File: src/common/ebp_map.svh
`ifndef EBP_MAP_SVH
`define EBP_MAP_SVH
`define EBP_MODE_SINGLE 2'h0
`define EBP_MODE_HALF 2'h2
`define EBP_MODE_FWD 2'h1
`define EBP_MODE_REV 2'h3
`define EBP_PS_1 2'h0
`define EBP_PS_4 2'h1
`define EBP_DIV4_MAX 2'h3
`define EBP_DIV16_MAX 4'hf
`define EBP_PWM_ON 4'hc
`define EBP_ZERO10 10'h000
`define EBP_ZERO8 8'h00
`define EBP_ZERO7 7'h00
`endif

File: src/common/ebp_pkg.sv
`default_nettype none
package ebp_pkg;
    typedef enum logic [1:0] {
        EBP_SINGLE = 2'b00,
        EBP_FWD = 2'b01,
        EBP_HALF = 2'b10,
        EBP_REV = 2'b11
    } ebp_mode_t;
    typedef enum logic [0:0] {
        EBP_ARMED = 1'b0,
        EBP_RUN = 1'b1
    } ebp_state_t;
endpackage : ebp_pkg
`default_nettype wire

File: src/hw/ebp_pwm.sv
// What this block does
// - sleep stops the period timer and freezes internal state; flag_clear still clears the period flag.
// - outputs driving a level keep that level through sleep.
// - after wake the timer continues from its held value.
// - time base runs from the system clock only.
// - reset makes all pins inputs and registers reset values.
// - mode field 00 single, 10 half, 01 forward, 11 reverse.
// - up to four outputs, duty resolution ten bits.
// - single mode drives outputs selected by steering.
// - output polarity chosen by unit mode bits.
// - first enable waits for a new period before modulated output; forward/reverse active pin drives at once.
// - control cleared to zero releases all four pins.
// - pins unused by the mode are not driven by the block.
// - half bridge: waveform on A, complement on B, C and D unused.
// - half bridge dead-band delays each rising edge by count instruction cycles (four clocks each).
// - dead-band above duty keeps that output inactive all cycle.
// - forward: A active, D modulated, B and C inactive.
// - reverse: C active, B modulated, A and D inactive.
// - prescaler divides by 1, 4 or 16.
// - at timer equal period: clear timer, set output unless the new duty is zero, latch duty.
// - pulse ends when 10-bit time base equals latched duty.
`default_nettype none
`include "ebp_map.svh"
module ebp_pwm (
    input wire logic mclk, // system clock
    input wire logic rst, // sync reset
    input wire logic sleep, // device asleep
    input wire logic [1:0] output_mode_select, // bridge mode
    input wire logic [3:0] unit_mode_bits, // 11xx pwm, [1] polarity ac, [0] bd
    input wire logic [7:0] duty_upper_bits, // duty msbs
    input wire logic [1:0] duty_lower_bits, // duty lsbs
    input wire logic [6:0] deadband_count, // dead-band in 4-clock instruction cycles
    input wire logic [7:0] period_register, // period
    input wire logic period_timer_run, // timer enable
    input wire logic [1:0] period_prescale_select, // 0:1, 1:4, else 16
    input wire logic [3:0] steer_enable, // single mode steering a..d
    input wire logic [3:0] pin_direction_bit, // 1 input, 0 output per pin
    input wire logic flag_clear, // clears period_timer_flag
    output logic [3:0] pinOut, // a..d level
    output logic [3:0] pinOe, // a..d drive enable
    output logic period_timer_flag, // timer matched period
    output logic [7:0] period_timer_count // timer value
);
    logic [3:0] psCnt_r;
    logic [1:0] phase_r;
    logic tick;
    logic [9:0] dutyLatch_r;
    logic [9:0] timeBase;
    logic pwm_r;
    logic pulseOn;
    logic pwmOn;
    logic [3:0] wave;
    logic [3:0] useMask;
    logic [6:0] dbA_r;
    logic [6:0] dbB_r;
    logic wasOn_r;
    logic startNew;
    ebp_pkg::ebp_state_t state_r;
    ebp_pkg::ebp_mode_t mode;

    assign mode = ebp_pkg::ebp_mode_t'(output_mode_select);
    assign pwmOn = (unit_mode_bits[3:2] == 2'b11) && (pwm_control_nz());

    function automatic logic pwm_control_nz();
        pwm_control_nz = (unit_mode_bits != 4'h0) || (output_mode_select != 2'h0);
    endfunction : pwm_control_nz

    // prescaler: tick enables one timer increment (4 clocks per instruction)
    always_comb begin
        if (period_prescale_select == `EBP_PS_1) begin
            tick = (psCnt_r[1:0] == `EBP_DIV4_MAX);
        end else if (period_prescale_select == `EBP_PS_4) begin
            tick = (psCnt_r[3:0] == `EBP_DIV16_MAX);
        end else begin
            tick = (psCnt_r[3:0] == `EBP_DIV16_MAX) && (phase_r == `EBP_DIV4_MAX);
        end
    end

    always_ff @(posedge mclk) begin
        if (rst) begin
            psCnt_r <= 4'h0;
            phase_r <= 2'h0;
        end else if (!sleep && period_timer_run) begin
            psCnt_r <= psCnt_r + 4'h1;
            if (psCnt_r == `EBP_DIV16_MAX) begin
                phase_r <= phase_r + 2'h1;
            end
        end
    end

    // two extra time-base bits: clock phase at 1:1, prescaler bits otherwise
    always_comb begin
        if (period_prescale_select == `EBP_PS_1) begin
            timeBase = {period_timer_count, psCnt_r[1:0]};
        end else if (period_prescale_select == `EBP_PS_4) begin
            timeBase = {period_timer_count, psCnt_r[3:2]};
        end else begin
            timeBase = {period_timer_count, phase_r};
        end
    end

    assign startNew = tick && (period_timer_count == period_register);

    // pulse drops in the very cycle the time base meets the duty
    assign pulseOn = pwm_r && (timeBase != dutyLatch_r);

    always_ff @(posedge mclk) begin
        if (rst) begin
            period_timer_count <= `EBP_ZERO8;
        end else if (!sleep && period_timer_run && tick) begin
            if (startNew) begin
                period_timer_count <= `EBP_ZERO8;
            end else begin
                period_timer_count <= period_timer_count + 8'h01;
            end
        end
    end

    always_ff @(posedge mclk) begin
        if (rst) begin
            period_timer_flag <= 1'b0;
        end else if (!sleep && period_timer_run && startNew) begin
            period_timer_flag <= 1'b1; // set wins over clear
        end else if (flag_clear) begin
            period_timer_flag <= 1'b0;
        end
    end

    // duty double buffer and armed/run sequencing
    always_ff @(posedge mclk) begin
        if (rst) begin
            dutyLatch_r <= `EBP_ZERO10;
            state_r <= ebp_pkg::EBP_ARMED;
            pwm_r <= 1'b0;
            wasOn_r <= 1'b0;
        end else if (!sleep) begin
            wasOn_r <= pwmOn;
            if (!pwmOn) begin
                state_r <= ebp_pkg::EBP_ARMED;
                pwm_r <= 1'b0;
            end else if (period_timer_run && startNew) begin
                dutyLatch_r <= {duty_upper_bits, duty_lower_bits};
                state_r <= ebp_pkg::EBP_RUN;
                pwm_r <= ({duty_upper_bits, duty_lower_bits} != `EBP_ZERO10);
            end else if (period_timer_run && timeBase == dutyLatch_r) begin
                pwm_r <= 1'b0;
            end
        end
    end

    // dead-band counters: rising edge of each half-bridge side waits
    always_ff @(posedge mclk) begin
        if (rst) begin
            dbA_r <= `EBP_ZERO7;
            dbB_r <= `EBP_ZERO7;
        end else if (!sleep) begin
            if (!pulseOn) begin
                dbA_r <= `EBP_ZERO7;
            end else if (dbA_r != deadband_count && tick_instr()) begin
                dbA_r <= dbA_r + 7'h01;
            end
            if (pulseOn) begin
                dbB_r <= `EBP_ZERO7;
            end else if (dbB_r != deadband_count && tick_instr()) begin
                dbB_r <= dbB_r + 7'h01;
            end
        end
    end

    function automatic logic tick_instr();
        tick_instr = (psCnt_r[1:0] == `EBP_DIV4_MAX);
    endfunction : tick_instr

    // active-high wave per pin before polarity
    always_comb begin
        wave = 4'h0;
        useMask = 4'h0;
        case (mode)
            ebp_pkg::EBP_SINGLE: begin
                wave = {4{pulseOn}};
                useMask = steer_enable;
            end
            ebp_pkg::EBP_HALF: begin
                // dead-band longer than pulse keeps side inactive
                wave[0] = pulseOn && (dbA_r == deadband_count);
                wave[1] = !pulseOn && (dbB_r == deadband_count) && state_r == ebp_pkg::EBP_RUN;
                useMask = 4'b0011;
            end
            ebp_pkg::EBP_FWD: begin
                wave = {pulseOn, 1'b0, 1'b0, 1'b1};
                useMask = 4'hf;
            end
            ebp_pkg::EBP_REV: begin
                wave = {1'b0, 1'b1, pulseOn, 1'b0};
                useMask = 4'hf;
            end
            default: begin
                wave = 4'h0;
                useMask = 4'h0;
            end
        endcase
    end

    // outputs: held during sleep, released when unit off
    always_ff @(posedge mclk) begin
        if (rst) begin
            pinOut <= 4'h0;
            pinOe <= 4'h0;
        end else if (!sleep) begin
            if (!pwmOn) begin
                pinOut <= 4'h0;
                pinOe <= 4'h0;
            end else begin
                pinOut[0] <= wave[0] ^ unit_mode_bits[1];
                pinOut[2] <= wave[2] ^ unit_mode_bits[1];
                pinOut[1] <= wave[1] ^ unit_mode_bits[0];
                pinOut[3] <= wave[3] ^ unit_mode_bits[0];
                pinOe <= useMask & ~pin_direction_bit;
            end
        end
    end

    chk_sleep_hold: assert property (@(posedge mclk) disable iff (rst)
        sleep && $past(sleep) |-> $stable(period_timer_count) && $stable(pinOut))
        else $error("state moved during sleep");
    chk_pins_hold: assert property (@(posedge mclk) disable iff (rst)
        $past(sleep) |-> pinOe == $past(pinOe))
        else $error("pin enable changed in sleep");
    chk_off_release: assert property (@(posedge mclk) disable iff (rst)
        !sleep && !pwmOn |=> pinOe == 4'h0)
        else $error("pins not released");
    chk_fwd_pins: assert property (@(posedge mclk) disable iff (rst)
        !sleep && pwmOn && mode == ebp_pkg::EBP_FWD && !unit_mode_bits[1]
        |=> pinOut[0] && !pinOut[2])
        else $error("forward a/c wrong");
    chk_rev_pins: assert property (@(posedge mclk) disable iff (rst)
        !sleep && pwmOn && mode == ebp_pkg::EBP_REV && !unit_mode_bits[1]
        |=> !pinOut[0] && pinOut[2])
        else $error("reverse a/c wrong");
    chk_half_unused: assert property (@(posedge mclk) disable iff (rst)
        !sleep && mode == ebp_pkg::EBP_HALF |=> pinOe[3:2] == 2'b00)
        else $error("half drives c/d");
    chk_period_wrap: assert property (@(posedge mclk) disable iff (rst)
        !sleep && period_timer_run && startNew
        |=> period_timer_count == 8'h00 && period_timer_flag)
        else $error("period wrap wrong");
    chk_armed_quiet: assert property (@(posedge mclk) disable iff (rst)
        state_r == ebp_pkg::EBP_ARMED |-> !pwm_r)
        else $error("output before period start");
    chk_duty_end: assert property (@(posedge mclk) disable iff (rst)
        !sleep && pwmOn && period_timer_run && !startNew && timeBase == dutyLatch_r
        |=> !pwm_r)
        else $error("pulse not ended");

    chk_single_steer: assert property (@(posedge mclk) disable iff (rst)
        !sleep && pwmOn && mode == ebp_pkg::EBP_SINGLE
        |=> pinOe == ($past(steer_enable) & ~$past(pin_direction_bit)))
        else $error("single steering wrong");
    chk_half_excl: assert property (@(posedge mclk) disable iff (rst)
        !sleep && pwmOn && mode == ebp_pkg::EBP_HALF && unit_mode_bits[1:0] == 2'b00
        |=> !(pinOut[0] && pinOut[1]))
        else $error("half sides both active");
    chk_fwd_inact: assert property (@(posedge mclk) disable iff (rst)
        !sleep && pwmOn && mode == ebp_pkg::EBP_FWD && !unit_mode_bits[0]
        |=> !pinOut[1])
        else $error("forward b active");
    chk_rev_inact: assert property (@(posedge mclk) disable iff (rst)
        !sleep && pwmOn && mode == ebp_pkg::EBP_REV && !unit_mode_bits[0]
        |=> !pinOut[3])
        else $error("reverse d active");
    chk_reset_vals: assert property (@(posedge mclk)
        rst |=> pinOe == 4'h0 && period_timer_count == 8'h00 && !period_timer_flag)
        else $error("reset values wrong");
    chk_wake_resume: assert property (@(posedge mclk) disable iff (rst)
        !sleep && $past(sleep) |-> period_timer_count == $past(period_timer_count))
        else $error("timer moved at wake");
    chk_state_freeze: assert property (@(posedge mclk) disable iff (rst)
        sleep && $past(sleep) |-> $stable(dutyLatch_r) && $stable(state_r))
        else $error("pwm state moved in sleep");
    chk_zero_duty: assert property (@(posedge mclk) disable iff (rst)
        !sleep && pwmOn && period_timer_run && startNew
        && {duty_upper_bits, duty_lower_bits} == 10'h000 |=> !pwm_r)
        else $error("zero duty set output");
    chk_duty_latch: assert property (@(posedge mclk) disable iff (rst)
        !sleep && pwmOn && period_timer_run && startNew
        |=> dutyLatch_r == $past({duty_upper_bits, duty_lower_bits}))
        else $error("duty not latched");
    chk_oe_dir: assert property (@(posedge mclk) disable iff (rst)
        !sleep && pwmOn |=> (pinOe & $past(pin_direction_bit)) == 4'h0)
        else $error("input pin driven");
    chk_timer_idle: assert property (@(posedge mclk) disable iff (rst)
        !sleep && !period_timer_run |=> $stable(period_timer_count))
        else $error("timer moved while stopped");

    cov_half: cover property (@(posedge mclk) mode == ebp_pkg::EBP_HALF && pinOut[0]);
    cov_fwd: cover property (@(posedge mclk) mode == ebp_pkg::EBP_FWD && pwm_r);
    cov_sleep: cover property (@(posedge mclk) sleep && pwm_r);
    cov_wrap: cover property (@(posedge mclk) startNew && state_r == ebp_pkg::EBP_RUN);
    cov_rev: cover property (@(posedge mclk) mode == ebp_pkg::EBP_REV && pwm_r);

endmodule : ebp_pwm
`default_nettype wire

File: config.mk
export PLATFORM = sky130hd
export DESIGN_NAME = ebp_pwm
export DESIGN_NICKNAME = d
export VERILOG_FILES = /design/src/common/ebp_pkg.sv /design/src/hw/ebp_pwm.sv
export VERILOG_INCLUDE_DIRS = /design/src /design/src/common
export SDC_FILE = /design/constraint.sdc
export NUM_CORES = 1
export LEC_CHECK = 0
export BUFFER_PORTS_ARGS = -buffer_cell sky130_fd_sc_hd__clkbuf_2
export CAP_MARGIN = 15
export CORE_MARGIN = 4
export CORE_UTILIZATION = 54
export CTS_CLUSTER_DIAMETER = 50
export CTS_CLUSTER_SIZE = 16
export DETAILED_ROUTE_END_ITERATION = 7
export HOLD_SLACK_MARGIN = 0.03
export PLACE_DENSITY = 0.89
export SYNTH_ARGS = -nofsm -noshare
export SYNTH_HDL_FRONTEND = slang
export SYNTH_SLANG_ARGS = --single-unit
File: constraint.sdc
create_clock -name mclk -period 2.8 [get_ports mclk]
set_input_delay 0.42 -clock mclk [delete_from_list [all_inputs] [get_ports mclk]]
set_output_delay 0.42 -clock mclk [all_outputs]
set_load 0.01 [all_outputs]
# Word-level counts from Yosys, hierarchy flattened

Cells that the tools add are included.

Register bits after elaboration: 49
Bits in latches: 0
RAM bits: 0
ROM bits: 0
Input port bits: 46
Output and inout port bits: 17
Memories: 0

Add/subtract/negate cells: 5
Multipliers: 0
Div/mod/pow operators: 0
$lt $le $gt $ge: 0
Eq/ne operators: 18
Shifts and indexed selects: 0
Muxes and demuxes: 21
Bitwise gates (word level): 7
Reduce and logical (&&, ||, !) cells: 31

Operators with widths:

| operator                                                              | number |
|---|---|
| 7-bit 2-to-1 mux                                                      | 4 |
| 7-bit by 1-bit adder with 7-bit output, second input constant         | 2 |
| 7-bit equality test                                                   | 2 |
| 1-bit logical AND                                                     | 14 |
| 7-bit != test                                                         | 2 |
| 4-bit one-hot mux with 3 select lines                                 | 1 |
| 10-bit equality test                                                  | 1 |
| 2-bit equality test, second input constant                            | 5 |
| 10-bit != test                                                        | 1 |
| 2-bit AND reduction                                                   | 5 |
| 10-bit nonzero test                                                   | 1 |
| 1-bit 2-to-1 mux                                                      | 9 |
| 8-bit by 1-bit adder with 8-bit output, second input constant         | 1 |
| 8-bit equality test                                                   | 1 |
| 4-bit 2-to-1 mux                                                      | 2 |
| 8-bit 2-to-1 mux                                                      | 1 |
| 2-bit one-hot mux with 4 select lines                                 | 1 |
| 2-bit one-hot mux with 3 select lines                                 | 1 |
| 2-bit nonzero test                                                    | 3 |
| 4-bit by 1-bit adder with 4-bit output, second input constant         | 1 |
| 4-bit AND                                                             | 1 |
| 2-bit by 1-bit equality test with 1-bit output, second input constant | 2 |
| 4-bit equality test, second input constant                            | 1 |
| 2-bit logical NOT                                                     | 2 |
| other kinds (12)                                                      | 18 |

# Logic depth before layout (Yosys ltp)

Gate-level depths: netlist of the first run.

Word-level depth: 11
Gate-level depth with buffers: 9
Gate-level depth less buffers: 7

# Least setup slack after synthesis of the first run

OpenSTA, ideal clock, no wires.

Path kind: input to register
From: input port period_prescale_select[1]
To: register dbA_r[5]
Library setup time: 0.122 ns
Arrival: 1.900 ns
Data required time: 2.678 ns
Slack: 0.778 ns
Cell stages on the path: 9
Cells stage by stage: buf_2 > nor2b_1 > a211o_1 > and4_1 > buf_4 > a311oi_4 > buf_6 > or3_1 > a21oi_1

Longest elaborated chain between the ends: 7

RTL lines:

| item                                                     | RTL line       | source |
|---|---|---|
| from (decl)                                              | ebp_pwm.sv:35  | `input wire logic [1:0] period_prescale_select,` |
| 2-bit by 1-bit equality test with 1-bit output (no line) | -              |  |
| 2-bit 2-to-1 mux                                         | ebp_pwm.sv:95  | `` end else if (period_prescale_select == `EBP_PS_4) begin `` |
| 2-bit 2-to-1 mux (*)                                     | ebp_pwm.sv:93  | `` if (period_prescale_select == `EBP_PS_1) begin `` |
| 10-bit != test (*)                                       | ebp_pwm.sv:105 | `assign pulseOn = pwm_r && (timeBase != dutyLatch_r);` |
| 1-bit logical AND (*)                                    | ebp_pwm.sv:105 |  |
| 2-bit by 1-bit != test with 1-bit output (no line)       | -              |  |
| 2-bit AND reduction (no line)                            | -              |  |
| to (signal assigned)                                     | ebp_pwm.sv:154 | `` dbA_r <= `EBP_ZERO7; `` |
| to (signal assigned)                                     | ebp_pwm.sv:158 | `` dbA_r <= `EBP_ZERO7; `` |
| to (signal assigned)                                     | ebp_pwm.sv:160 | `dbA_r <= dbA_r + 7'h01;` |
| to (decl)                                                | ebp_pwm.sv:54  | `logic [6:0] dbA_r;` |

Every way passes the cells marked *; elsewhere a longest branch is shown, timed or not.
A chain may end at the register's enable or synchronous reset.

# Worst setup path in the final report of the first run

From: register period_timer_count[0]
To: register dbA_r[4]

Longest elaborated chain between the ends: 4

RTL lines:

| item                                               | RTL line       | source |
|---|---|---|
| from (decl)                                        | ebp_pwm.sv:42  | `output logic [7:0] period_timer_count` |
| from (signal assigned)                             | ebp_pwm.sv:109 | `` period_timer_count <= `EBP_ZERO8; `` |
| from (signal assigned)                             | ebp_pwm.sv:112 | `` period_timer_count <= `EBP_ZERO8; `` |
| from (signal assigned)                             | ebp_pwm.sv:114 | `period_timer_count <= period_timer_count + 8'h01;` |
| 10-bit != test (*)                                 | ebp_pwm.sv:105 |  |
| 1-bit logical AND (*)                              | ebp_pwm.sv:105 |  |
| 2-bit by 1-bit != test with 1-bit output (no line) | -              |  |
| 2-bit AND reduction (no line)                      | -              |  |

Marked as above.

==> run_results.csv, run 1 <==
group,metric,value,unit
synthesis,synth_top_family_by_area,"simple AND/OR/NAND/NOR gates",
worst_setup_path,required,2.99,ns
clock_network,cts.htree.levels,2,
floorplanning,start_util,55.45,%
sta,relSlewSlack,59.11,%
synthesis,yosys-mux-area-fraction,4.980,%
placement,dpl.hpwl,4961,um
power,ir_drop,0.3167,mV
synthesis,ys.flop_type,"dfxtp_1",
sta,finalSetupTns,0,ns
placement,gp_congestion,0.8187,
power,cellPowerDensity,412.2,nW/um^2
clock_network,root_buffer,"clkbuf_8",
synthesis,synth_fa_ha_area_share,2.223,%
routing,ant_nets,0,
placement,post_dp_cell_area,3159,um^2
global_routing,gr-total-overflow,0,
global_routing,antenna_found_initial,0,
routing,dr_wl_met2,3149,um
clock_network,cts-resized-gates,0,
synthesis,avgSynthCellArea,8.425,um^2
clock_network,clk_latency,0.30,ns
clock_network,path_clk_slew,0.09,ns
synthesis,synth_xor_xnor_area_share,12.76,%
global_routing,grt_pass1_wl,10610,um
placement,portBuffers,62,
sta,fmax,0.4359,GHz
synthesis,ys_async_sr_fraction,0,%
floorplanning,rows,26,
routing,vias,2592,
finish,nets,444,
routing,dr_wl_met3,344,um
sta,skew,0.006629,ns
routing,first_iter_violations,181,
routing,top_layer,"met4",
clock_network,clock-sinks,49,
routing,viasPerCell,5.586,
clock_network,tritoncts,"built",
synthesis,syn-num-nets,385,
finish,drive_above_1_share,21.57,%
worst_setup_path,crit_type,"flop to flop",
sta,setup_violations,0,
global_routing,grt_start_max_net_pins,21,
outcome,status,"finished clean",
hold_path,hold_class,"primary input to flop",
clock_network,post_cts_buffers,0,
floorplanning,io_pins,63,
synthesis,synth_cells,334,
routing,wl,6339,um
synthesis,synth_cell_type_count,55,
routing,drt-met1-wl,2771,um
sta,fin_crit_sh,81.94,%
synthesis,synth_compound_area_share,15.43,%
floorplanning,die_area,6430,um^2
finish,syn_to_final_growth,16.41,%
sta,hold_viol_final,0,
finish,design_area,3276,um^2
sta,maxSlewViolCount,0,
routing,route.detailed.drc,0,
synthesis,syn_area,2814,um^2
synthesis,synth_edf_count,0,
synthesis,synth_seq_cells,49,
power,p_leak,1.374,nW
routing,dr.pass1.iters,5,
worst_setup_path,cp_max_fo,8,
power,finalPower,1.350,mW
worst_setup_path,cp.arrival,2.49,ns
floorplanning,die_x,80.19,um
worst_setup_path,crit_path_end_kind,"flop",
job,maxCapViolCount,0,
sta,worstMarginPinSlew,0.6122,ns
routing,wl_per_cell,13.66,um
synthesis,yosys.area_share.simple,25.48,%
worst_setup_path,critPathLaunchType,"flop",
sta,rsz0062_at_grt,"false",
synthesis,yosysSeqAreaShare,34.86,%
global_routing,grt_pass1_vias,2474,
finish,layout_commonest_cell,"clkbuf_2",
floorplanning,fp.coreArea,5075,um^2
finish,antenna-diode-count,0,
finish,layout_common_cells,"62 x clkbuf_2, 49 x dfxtp_1, 42 x nor2_1",
floorplanning,fp.dieH,80.19,um
global_routing,track_usage,20.39,%
clock_network,cts_buffers,5,
sta,period_needed,2.294,ns
clock_network,cts_hold_buf,0,
synthesis,ys_warn_count,0,
clock_network,cts_buffer_depth,2,
[area by class of cell]
type | count | area, um^2
Fill cell | 443 | 1799
Multi-Input combinational cell | 262 | 1713
Sequential cell | 49 | 980.9
Timing Repair Buffer | 67 | 347.8
Tap cell | 70 | 87.58
Clock buffer | 7 | 86.33
Clock inverter | 1 | 30.03
Inverter | 8 | 30.03
[flip-flops by register name (all words and copies together) (netlist names), 2 cells and up]
register and count:
dbA_r 7, dbB_r 7, dutyLatch_r 10, period_timer_count 8, phase_r 2, pinOe 4
pinOut 4, psCnt_r 4
[cell usage after synthesis (2+ instances only)]
cell type / n / share of area [%]
buf_2: 3 / 0.53
a31oi_1: 2 / 0.44
inv_1: 8 / 1.1
xor2_1: 29 / 9.0
o31ai_1: 2 / 0.53
nor2_1: 42 / 5.6
nand2_1: 25 / 3.3
nor4_1: 9 / 2.0
o21ba_2: 3 / 1.1
o211ai_1: 4 / 1.1
xnor2_1: 12 / 3.7
nand4_1: 10 / 2.2
a21boi_0: 2 / 0.53
or2_2: 2 / 0.44
o2111ai_1: 2 / 0.62
nor2b_1: 3 / 0.67
clkbuf_1: 7 / 0.93
nand3_1: 13 / 2.3
nand3b_1: 4 / 1.1
buf_6: 3 / 1.2
mux2i_1: 14 / 5.0
ha_1: 5 / 2.2
and2_1: 3 / 0.67
a211o_1: 2 / 0.62
nor3_1: 10 / 1.8
buf_4: 2 / 0.53
dfxtp_1: 49 / 35
o21ai_0: 4 / 0.71
a21oi_1: 24 / 4.3
o21a_1: 2 / 0.53
or3_1: 6 / 1.3
nand2b_1: 2 / 0.44
o21ai_1: 3 / 0.53
a211oi_2: 2 / 0.89
[cell families after synthesis]
family          Yosys count
compound gates           62
xor+xnor                 41
fa+ha+maj                 5
buf+inv                  23
flops                    49
mux                      14
simple gates            140
[worst paths after layout]
| check | start | cells past startpoint | to | slack (ns) |
|---|---|---|---|---|
| worst max register to register | period_timer_count[0]$_SDFFE_PP0P_ | 6 | dbA_r[4]$_SDFFE_PP0P_ | 0.51 |
| worst min register to register | pinOut[0]$_SDFFE_PP0N_ | 2 | pinOut[0]$_SDFFE_PP0N_ | 0.45 |
| worst max-delay path | period_timer_count[0]$_SDFFE_PP0P_ | 6 | dbA_r[4]$_SDFFE_PP0P_ | 0.51 |
| worst min-delay path | duty_upper_bits[0] | 3 | dutyLatch_r[2]$_SDFFE_PP0P_ | 0.38 |
[metrics by stage]
stage	hold WS, ns	std cells	utilization (%)	worst slack [ns]
2_1_floorplan	0.4635	334	-	0.7780
3_3_place_gp	0.4366	456	62.25	0.5159
3_5_place_dp	0.4402	456	62.25	0.4042
4_1_cts	0.3696	464	64.55	0.5305
5_1_grt	0.3865	464	64.55	0.2452
6_report	0.3753	464	64.55	0.5058
[worst max-delay path: stages, from the launching register on]
cell,delay (ns)
dfxtp_1,0.51
xor2_1,0.13
nor4_2,0.42
nand4_1,0.26
o21ai_0,0.52
a21o_1,0.29
a21oi_1,0.06
[power by group]
| part | switching [mW] | internal [mW] |
|---|---|---|
| registers | 0.00361 | 0.701 |
| clock network | 0.223 | 0.291 |
| logic | 0.0749 | 0.0566 |
[per-layer routing]
layer / track usage (%) / vias to the layer above
met2: 36.75 / 79
met5: 0 / -
met3: 4.260 / 8
li1: - / 1299
met1: 24.21 / 1206
met4: 5.743 / 0
Note: power is estimated with default switching activity, not from simulation.
==> run 2, diff against run 1 <==
==> constraint.sdc (replaced) <==
create_clock -name mclk -period 2.29 [get_ports mclk]
set_input_delay 0.3435 -clock mclk [delete_from_list [all_inputs] [get_ports mclk]]
set_output_delay 0.3435 -clock mclk [all_outputs]
set_load 0.01 [all_outputs]
==> run_results.csv, run 2 (same netlist as run 1, synthesis figures left out) <==
group,metric,value,unit
floorplanning,io_pins,63,
sta,relSlewSlack,66.57,%
clock_network,clock-sinks,49,
worst_setup_path,crit_path_end_kind,"flop",
routing,first_iter_violations,165,
power,cellPowerDensity,462.1,nW/um^2
clock_network,cts_buffers,5,
clock_network,cts_buffer_depth,2,
placement,portBuffers,62,
routing,dr.pass1.iters,5,
sta,skew,0.006392,ns
sta,holdWs,0.2920,ns
worst_setup_path,critPathLaunchType,"flop",
routing,viasPerCell,5.687,
routing,vias,2690,
worst_setup_path,path_cells,"buf_4 -> xnor2_1 -> nand4_1 -> nor4b_1 -> and3_1 -> buf_4 -> mux2i_1 -> nor2_1",
placement,dpl.hpwl,5324,um
clock_network,path_clk_slew,0.09,ns
floorplanning,die_area,6430,um^2
sta,fin_crit_sh,92.96,%
worst_setup_path,required,2.47,ns
global_routing,gr-total-overflow,0,
placement,gp_congestion,0.8473,
worst_setup_path,slowest_delay,0.43,ns
sta,rsz0062_at_grt,"false",
routing,ant_nets,0,
sta,maxSlewViolCount,0,
finish,layout_commonest_cell,"clkbuf_2",
routing,wl,6797,um
floorplanning,die_x,80.19,um
power,finalPower,1.538,mW
floorplanning,fp.coreArea,5075,um^2
global_routing,grt_pass1_vias,2640,
clock_network,tritoncts,"built",
worst_setup_path,cp.arrival,2.31,ns
sta,period_needed,2.129,ns
finish,largest_register_ff_count,10,
hold_path,hold_class,"primary input to flop",
worst_setup_path,crit_type,"flop to flop",
sta,fmax,0.4698,GHz
clock_network,clk_latency,0.30,ns
global_routing,grt_pass1_wl,11310,um
global_routing,grt_start_max_net_pins,27,
clock_network,cts.htree.levels,2,
sta,setup_violations,0,
routing,route.detailed.drc,0,
global_routing,antenna_found_initial,0,
sta,hold_viol_final,0,
worst_setup_path,cp_max_fo,10,
finish,syn_to_final_growth,18.27,%
power,ir_drop,0.3943,mV
finish,largestRegisters,"dutyLatch_r (10), period_timer_count (8)",
sta,finalSetupTns,0,ns
worst_setup_path,cpMostUsedCell,"buf_4",
finish,nets,454,
floorplanning,fp.dieH,80.19,um
sta,worstMarginPinSlew,0.5015,ns
finish,regMostFlops,"dutyLatch_r",
clock_network,root_buffer,"clkbuf_8",
routing,wl_per_cell,14.37,um
worst_setup_path,cp_slowest_cell,"dfxtp_1",
power,p_leak,1.419,nW
finish,utilization,65.58,%
clock_network,cts_hold_buf,0,
global_routing,track_usage,22.06,%
floorplanning,rows,26,
finish,antenna-diode-count,0,
finish,drive_above_1_share,23.33,%
finish,layout_common_cells,"62 x clkbuf_2, 49 x dfxtp_1, 42 x nor2_1",
job,maxCapViolCount,0,
floorplanning,start_util,55.45,%
outcome,status,"finished clean",
-- run 2: cell count changes in the layout (fill, tap and decap cells not counted), sizes merged --
cell,previous run,this run
bufinv,1,0
buf,5,15
-- run 2: critical path, delay by kind of cell, from the launching register on --
kind	cells	cell delay, ns
xor+xnor	1	0.11
buf+inv	2	0.37
flops	1	0.43
mux	1	0.21
simple gates	4	0.87
-- run 2: layer usage --
metal,routed length [um],GRT usage [%],up-vias
met3,349,4.596,10
met2,3475,40.31,79
li1,-,-,1321
met5,0,0,-
met1,2882,25.36,1280
met4,89,7.095,0
-- run 2: cell type report --
type                            instances  area, um^2
Multi-Input combinational cell        262        1720
Inverter                                8       30.03
Sequential cell                        49       980.9
Clock buffer                            7       86.33
Fill cell                             440        1747
Timing Repair Buffer                   77       422.9
Tap cell                               70       87.58
-- run 2: final timing paths --
path / start / endpoint / slack (ns) / cells after the start
min: duty_upper_bits[7] / dutyLatch_r[9]$_SDFFE_PP0P_ / 0.29 / 3
min reg2reg: pinOut[0]$_SDFFE_PP0N_ / pinOut[0]$_SDFFE_PP0N_ / 0.45 / 2
max: period_timer_count[1]$_SDFFE_PP0P_ / dutyLatch_r[7]$_SDFFE_PP0P_ / 0.16 / 8
max reg2reg: period_timer_count[1]$_SDFFE_PP0P_ / dutyLatch_r[7]$_SDFFE_PP0P_ / 0.16 / 8
-- run 2: stage by stage --
stage	instances	instance area (um^2)	worst slack [ns]
after floorplan	334	2814	0.2695
after global placement	466	3234	0.1477
after detailed placement	466	3234	0.08154
after CTS	473	3321	0.1265
after global routing	473	3328	0.03121
final	473	3328	0.1613
-- run 2: timing repair --
item,in CTS,in global routing
hold endpoints to repair,0,0
endpoints found under the setup margin,0,5
resized for setup,0,2
buffers inserted,0,0
-- run 2: where the power goes --
part           leakage, nW  total (mW)  switching, mW  internal [mW]
clock network       0.0443       0.510          0.270          0.240
logic                0.980       0.166         0.0955         0.0708
registers            0.395       0.861        0.00458          0.857
total                 1.42        1.54          0.370           1.17
==> run 3, diff against run 2 <==
--- a/config.mk
+++ b/config.mk
@@ -14,6 +14,7 @@
 export CTS_CLUSTER_SIZE = 16
 export DETAILED_ROUTE_END_ITERATION = 7
 export HOLD_SLACK_MARGIN = 0.03
+export MAX_ROUTING_LAYER = met4
 export PLACE_DENSITY = 0.89
 export SYNTH_ARGS = -nofsm -noshare
 export SYNTH_HDL_FRONTEND = slang
==> run_results.csv, run 3 (same netlist as run 1, synthesis figures left out) <==
group,metric,value,unit
clock_network,cts.htree.levels,2,
hold_path,hold_class,"primary input to flop",
placement,dpl.hpwl,5324,um
power,ir_drop,0.3943,mV
global_routing,grt_pass1_wl,11310,um
global_routing,gr-total-overflow,0,
job,maxCapViolCount,0,
clock_network,cts_buffers,5,
global_routing,grt_pass1_vias,2640,
routing,dr.pass1.iters,5,
routing,viasPerCell,5.687,
global_routing,track_usage,22.64,%
global_routing,met1_usage,25.50,%
routing,route.detailed.drc,0,
clock_network,tritoncts,"built",
finish,regMostFlops,"dutyLatch_r",
worst_setup_path,crit_path_end_kind,"flop",
power,cellPowerDensity,462.1,nW/um^2
finish,largest_register_ff_count,10,
clock_network,cts_buffer_depth,2,
floorplanning,rows,26,
global_routing,grt.busiest_layer,"met2",
global_routing,grt_use_met2,40.31,%
worst_setup_path,crit_type,"flop to flop",
finish,multiInputGateArea,1720,um^2
floorplanning,io_pins,63,
finish,layout_common_cells,"62 x clkbuf_2, 49 x dfxtp_1, 42 x nor2_1",
worst_setup_path,required,2.47,ns
routing,first_iter_violations,165,
clock_network,post_cts_buffers,0,
sta,fmax,0.4698,GHz
floorplanning,start_util,55.45,%
routing,wl,6795,um
worst_setup_path,critPathLaunchType,"flop",
clock_network,clock-sinks,49,
floorplanning,fp.dieH,80.19,um
finish,ff_latch_area,980.9,um^2
sta,hold_viol_final,0,
worst_setup_path,cp.arrival,2.31,ns
finish,drive_above_1_share,23.33,%
floorplanning,die_area,6430,um^2
sta,worstMarginPinSlew,0.5015,ns
placement,portBuffers,62,
routing,wl_per_cell,14.37,um
global_routing,grt_start_max_net_pins,27,
clock_network,cts-resized-gates,0,
finish,layout_commonest_cell,"clkbuf_2",
routing,ant_nets,0,
sta,period_needed,2.129,ns
sta,rsz0062_at_grt,"false",
finish,antenna-diode-count,0,
floorplanning,die_x,80.19,um
sta,finalSetupTns,0,ns
outcome,status,"finished clean",
sta,maxSlewViolCount,0,
global_routing,use_met3,4.372,%
finish,syn_to_final_growth,18.27,%
finish,utilization,65.58,%
sta,skew,0.006409,ns
routing,vias,2690,
clock_network,cts_hold_buf,0,
finish,largestRegisters,"dutyLatch_r (10), period_timer_count (8)",
placement,gp_congestion,0.8606,
clock_network,clk_latency,0.30,ns
finish,num-fill-cells,440,
clock_network,path_clk_slew,0.09,ns
clock_network,root_buffer,"clkbuf_8",
floorplanning,fp.coreArea,5075,um^2
sta,fin_crit_sh,92.96,%
sta,setup_violations,0,
sta,relSlewSlack,66.57,%
finish,nets,454,
power,p_leak,1.419,nW
global_routing,antenna_found_initial,0,
worst_setup_path,cp_max_fo,10,
run 3: cell counts in the layout (fill, tap and decap cells not counted):
Identical to the previous run, type by type.
run 3: stage by stage:
step	instances	power, mW	hold WS, ns	worst slack, ns	area (um^2)
finish	473	1.538	0.2920	0.1613	3328
global placement	466	1.040	0.4422	0.1477	3234
global route	473	1.599	0.3089	0.03121	3328
detailed placement	466	1.046	0.4496	0.08154	3234
floorplan	334	0.9738	0.4635	0.2695	2814
CTS	473	1.545	0.2899	0.1265	3321
run 3: worst paths after layout:
path	slack [ns]	from	cells past startpoint	to
max	0.16	period_timer_count[1]$_SDFFE_PP0P_	8	dutyLatch_r[7]$_SDFFE_PP0P_
min	0.29	duty_upper_bits[7]	3	dutyLatch_r[9]$_SDFFE_PP0P_
max reg2reg	0.16	period_timer_count[1]$_SDFFE_PP0P_	8	dutyLatch_r[7]$_SDFFE_PP0P_
min reg2reg	0.45	pinOut[0]$_SDFFE_PP0N_	2	pinOut[0]$_SDFFE_PP0N_
run 3: where the power goes:
group	switching, mW	total, mW	internal [mW]
combinational	0.0955	0.166	0.0708
sequential	0.00458	0.861	0.857
clock	0.270	0.510	0.240
run 3: metal layers:
layer	up-vias	wire length [um]	share of wire (%)
met1	1280	2900	43
met4	0	89	1.3
li1	1321	-	-
met5	-	0	0
met3	10	329	4.8
met2	79	3475	51
run 3: area by class of cell:
type                            instances  share of cell area [%]
Clock buffer                            7                   2.594
Inverter                                8                  0.9023
Multi-Input combinational cell        262                   51.69
Sequential cell                        49                   29.47
Tap cell                               70                   2.632
Timing Repair Buffer                   77                   12.71
run 3: critical path, cell delays in order, from the launching register on:
cell and delay [ns]:
dfxtp_1 0.43, buf_4 0.16, xnor2_1 0.11, nand4_1 0.18
nor4b_1 0.41, and3_1 0.22, buf_4 0.21, mux2i_1 0.21
nor2_1 0.06
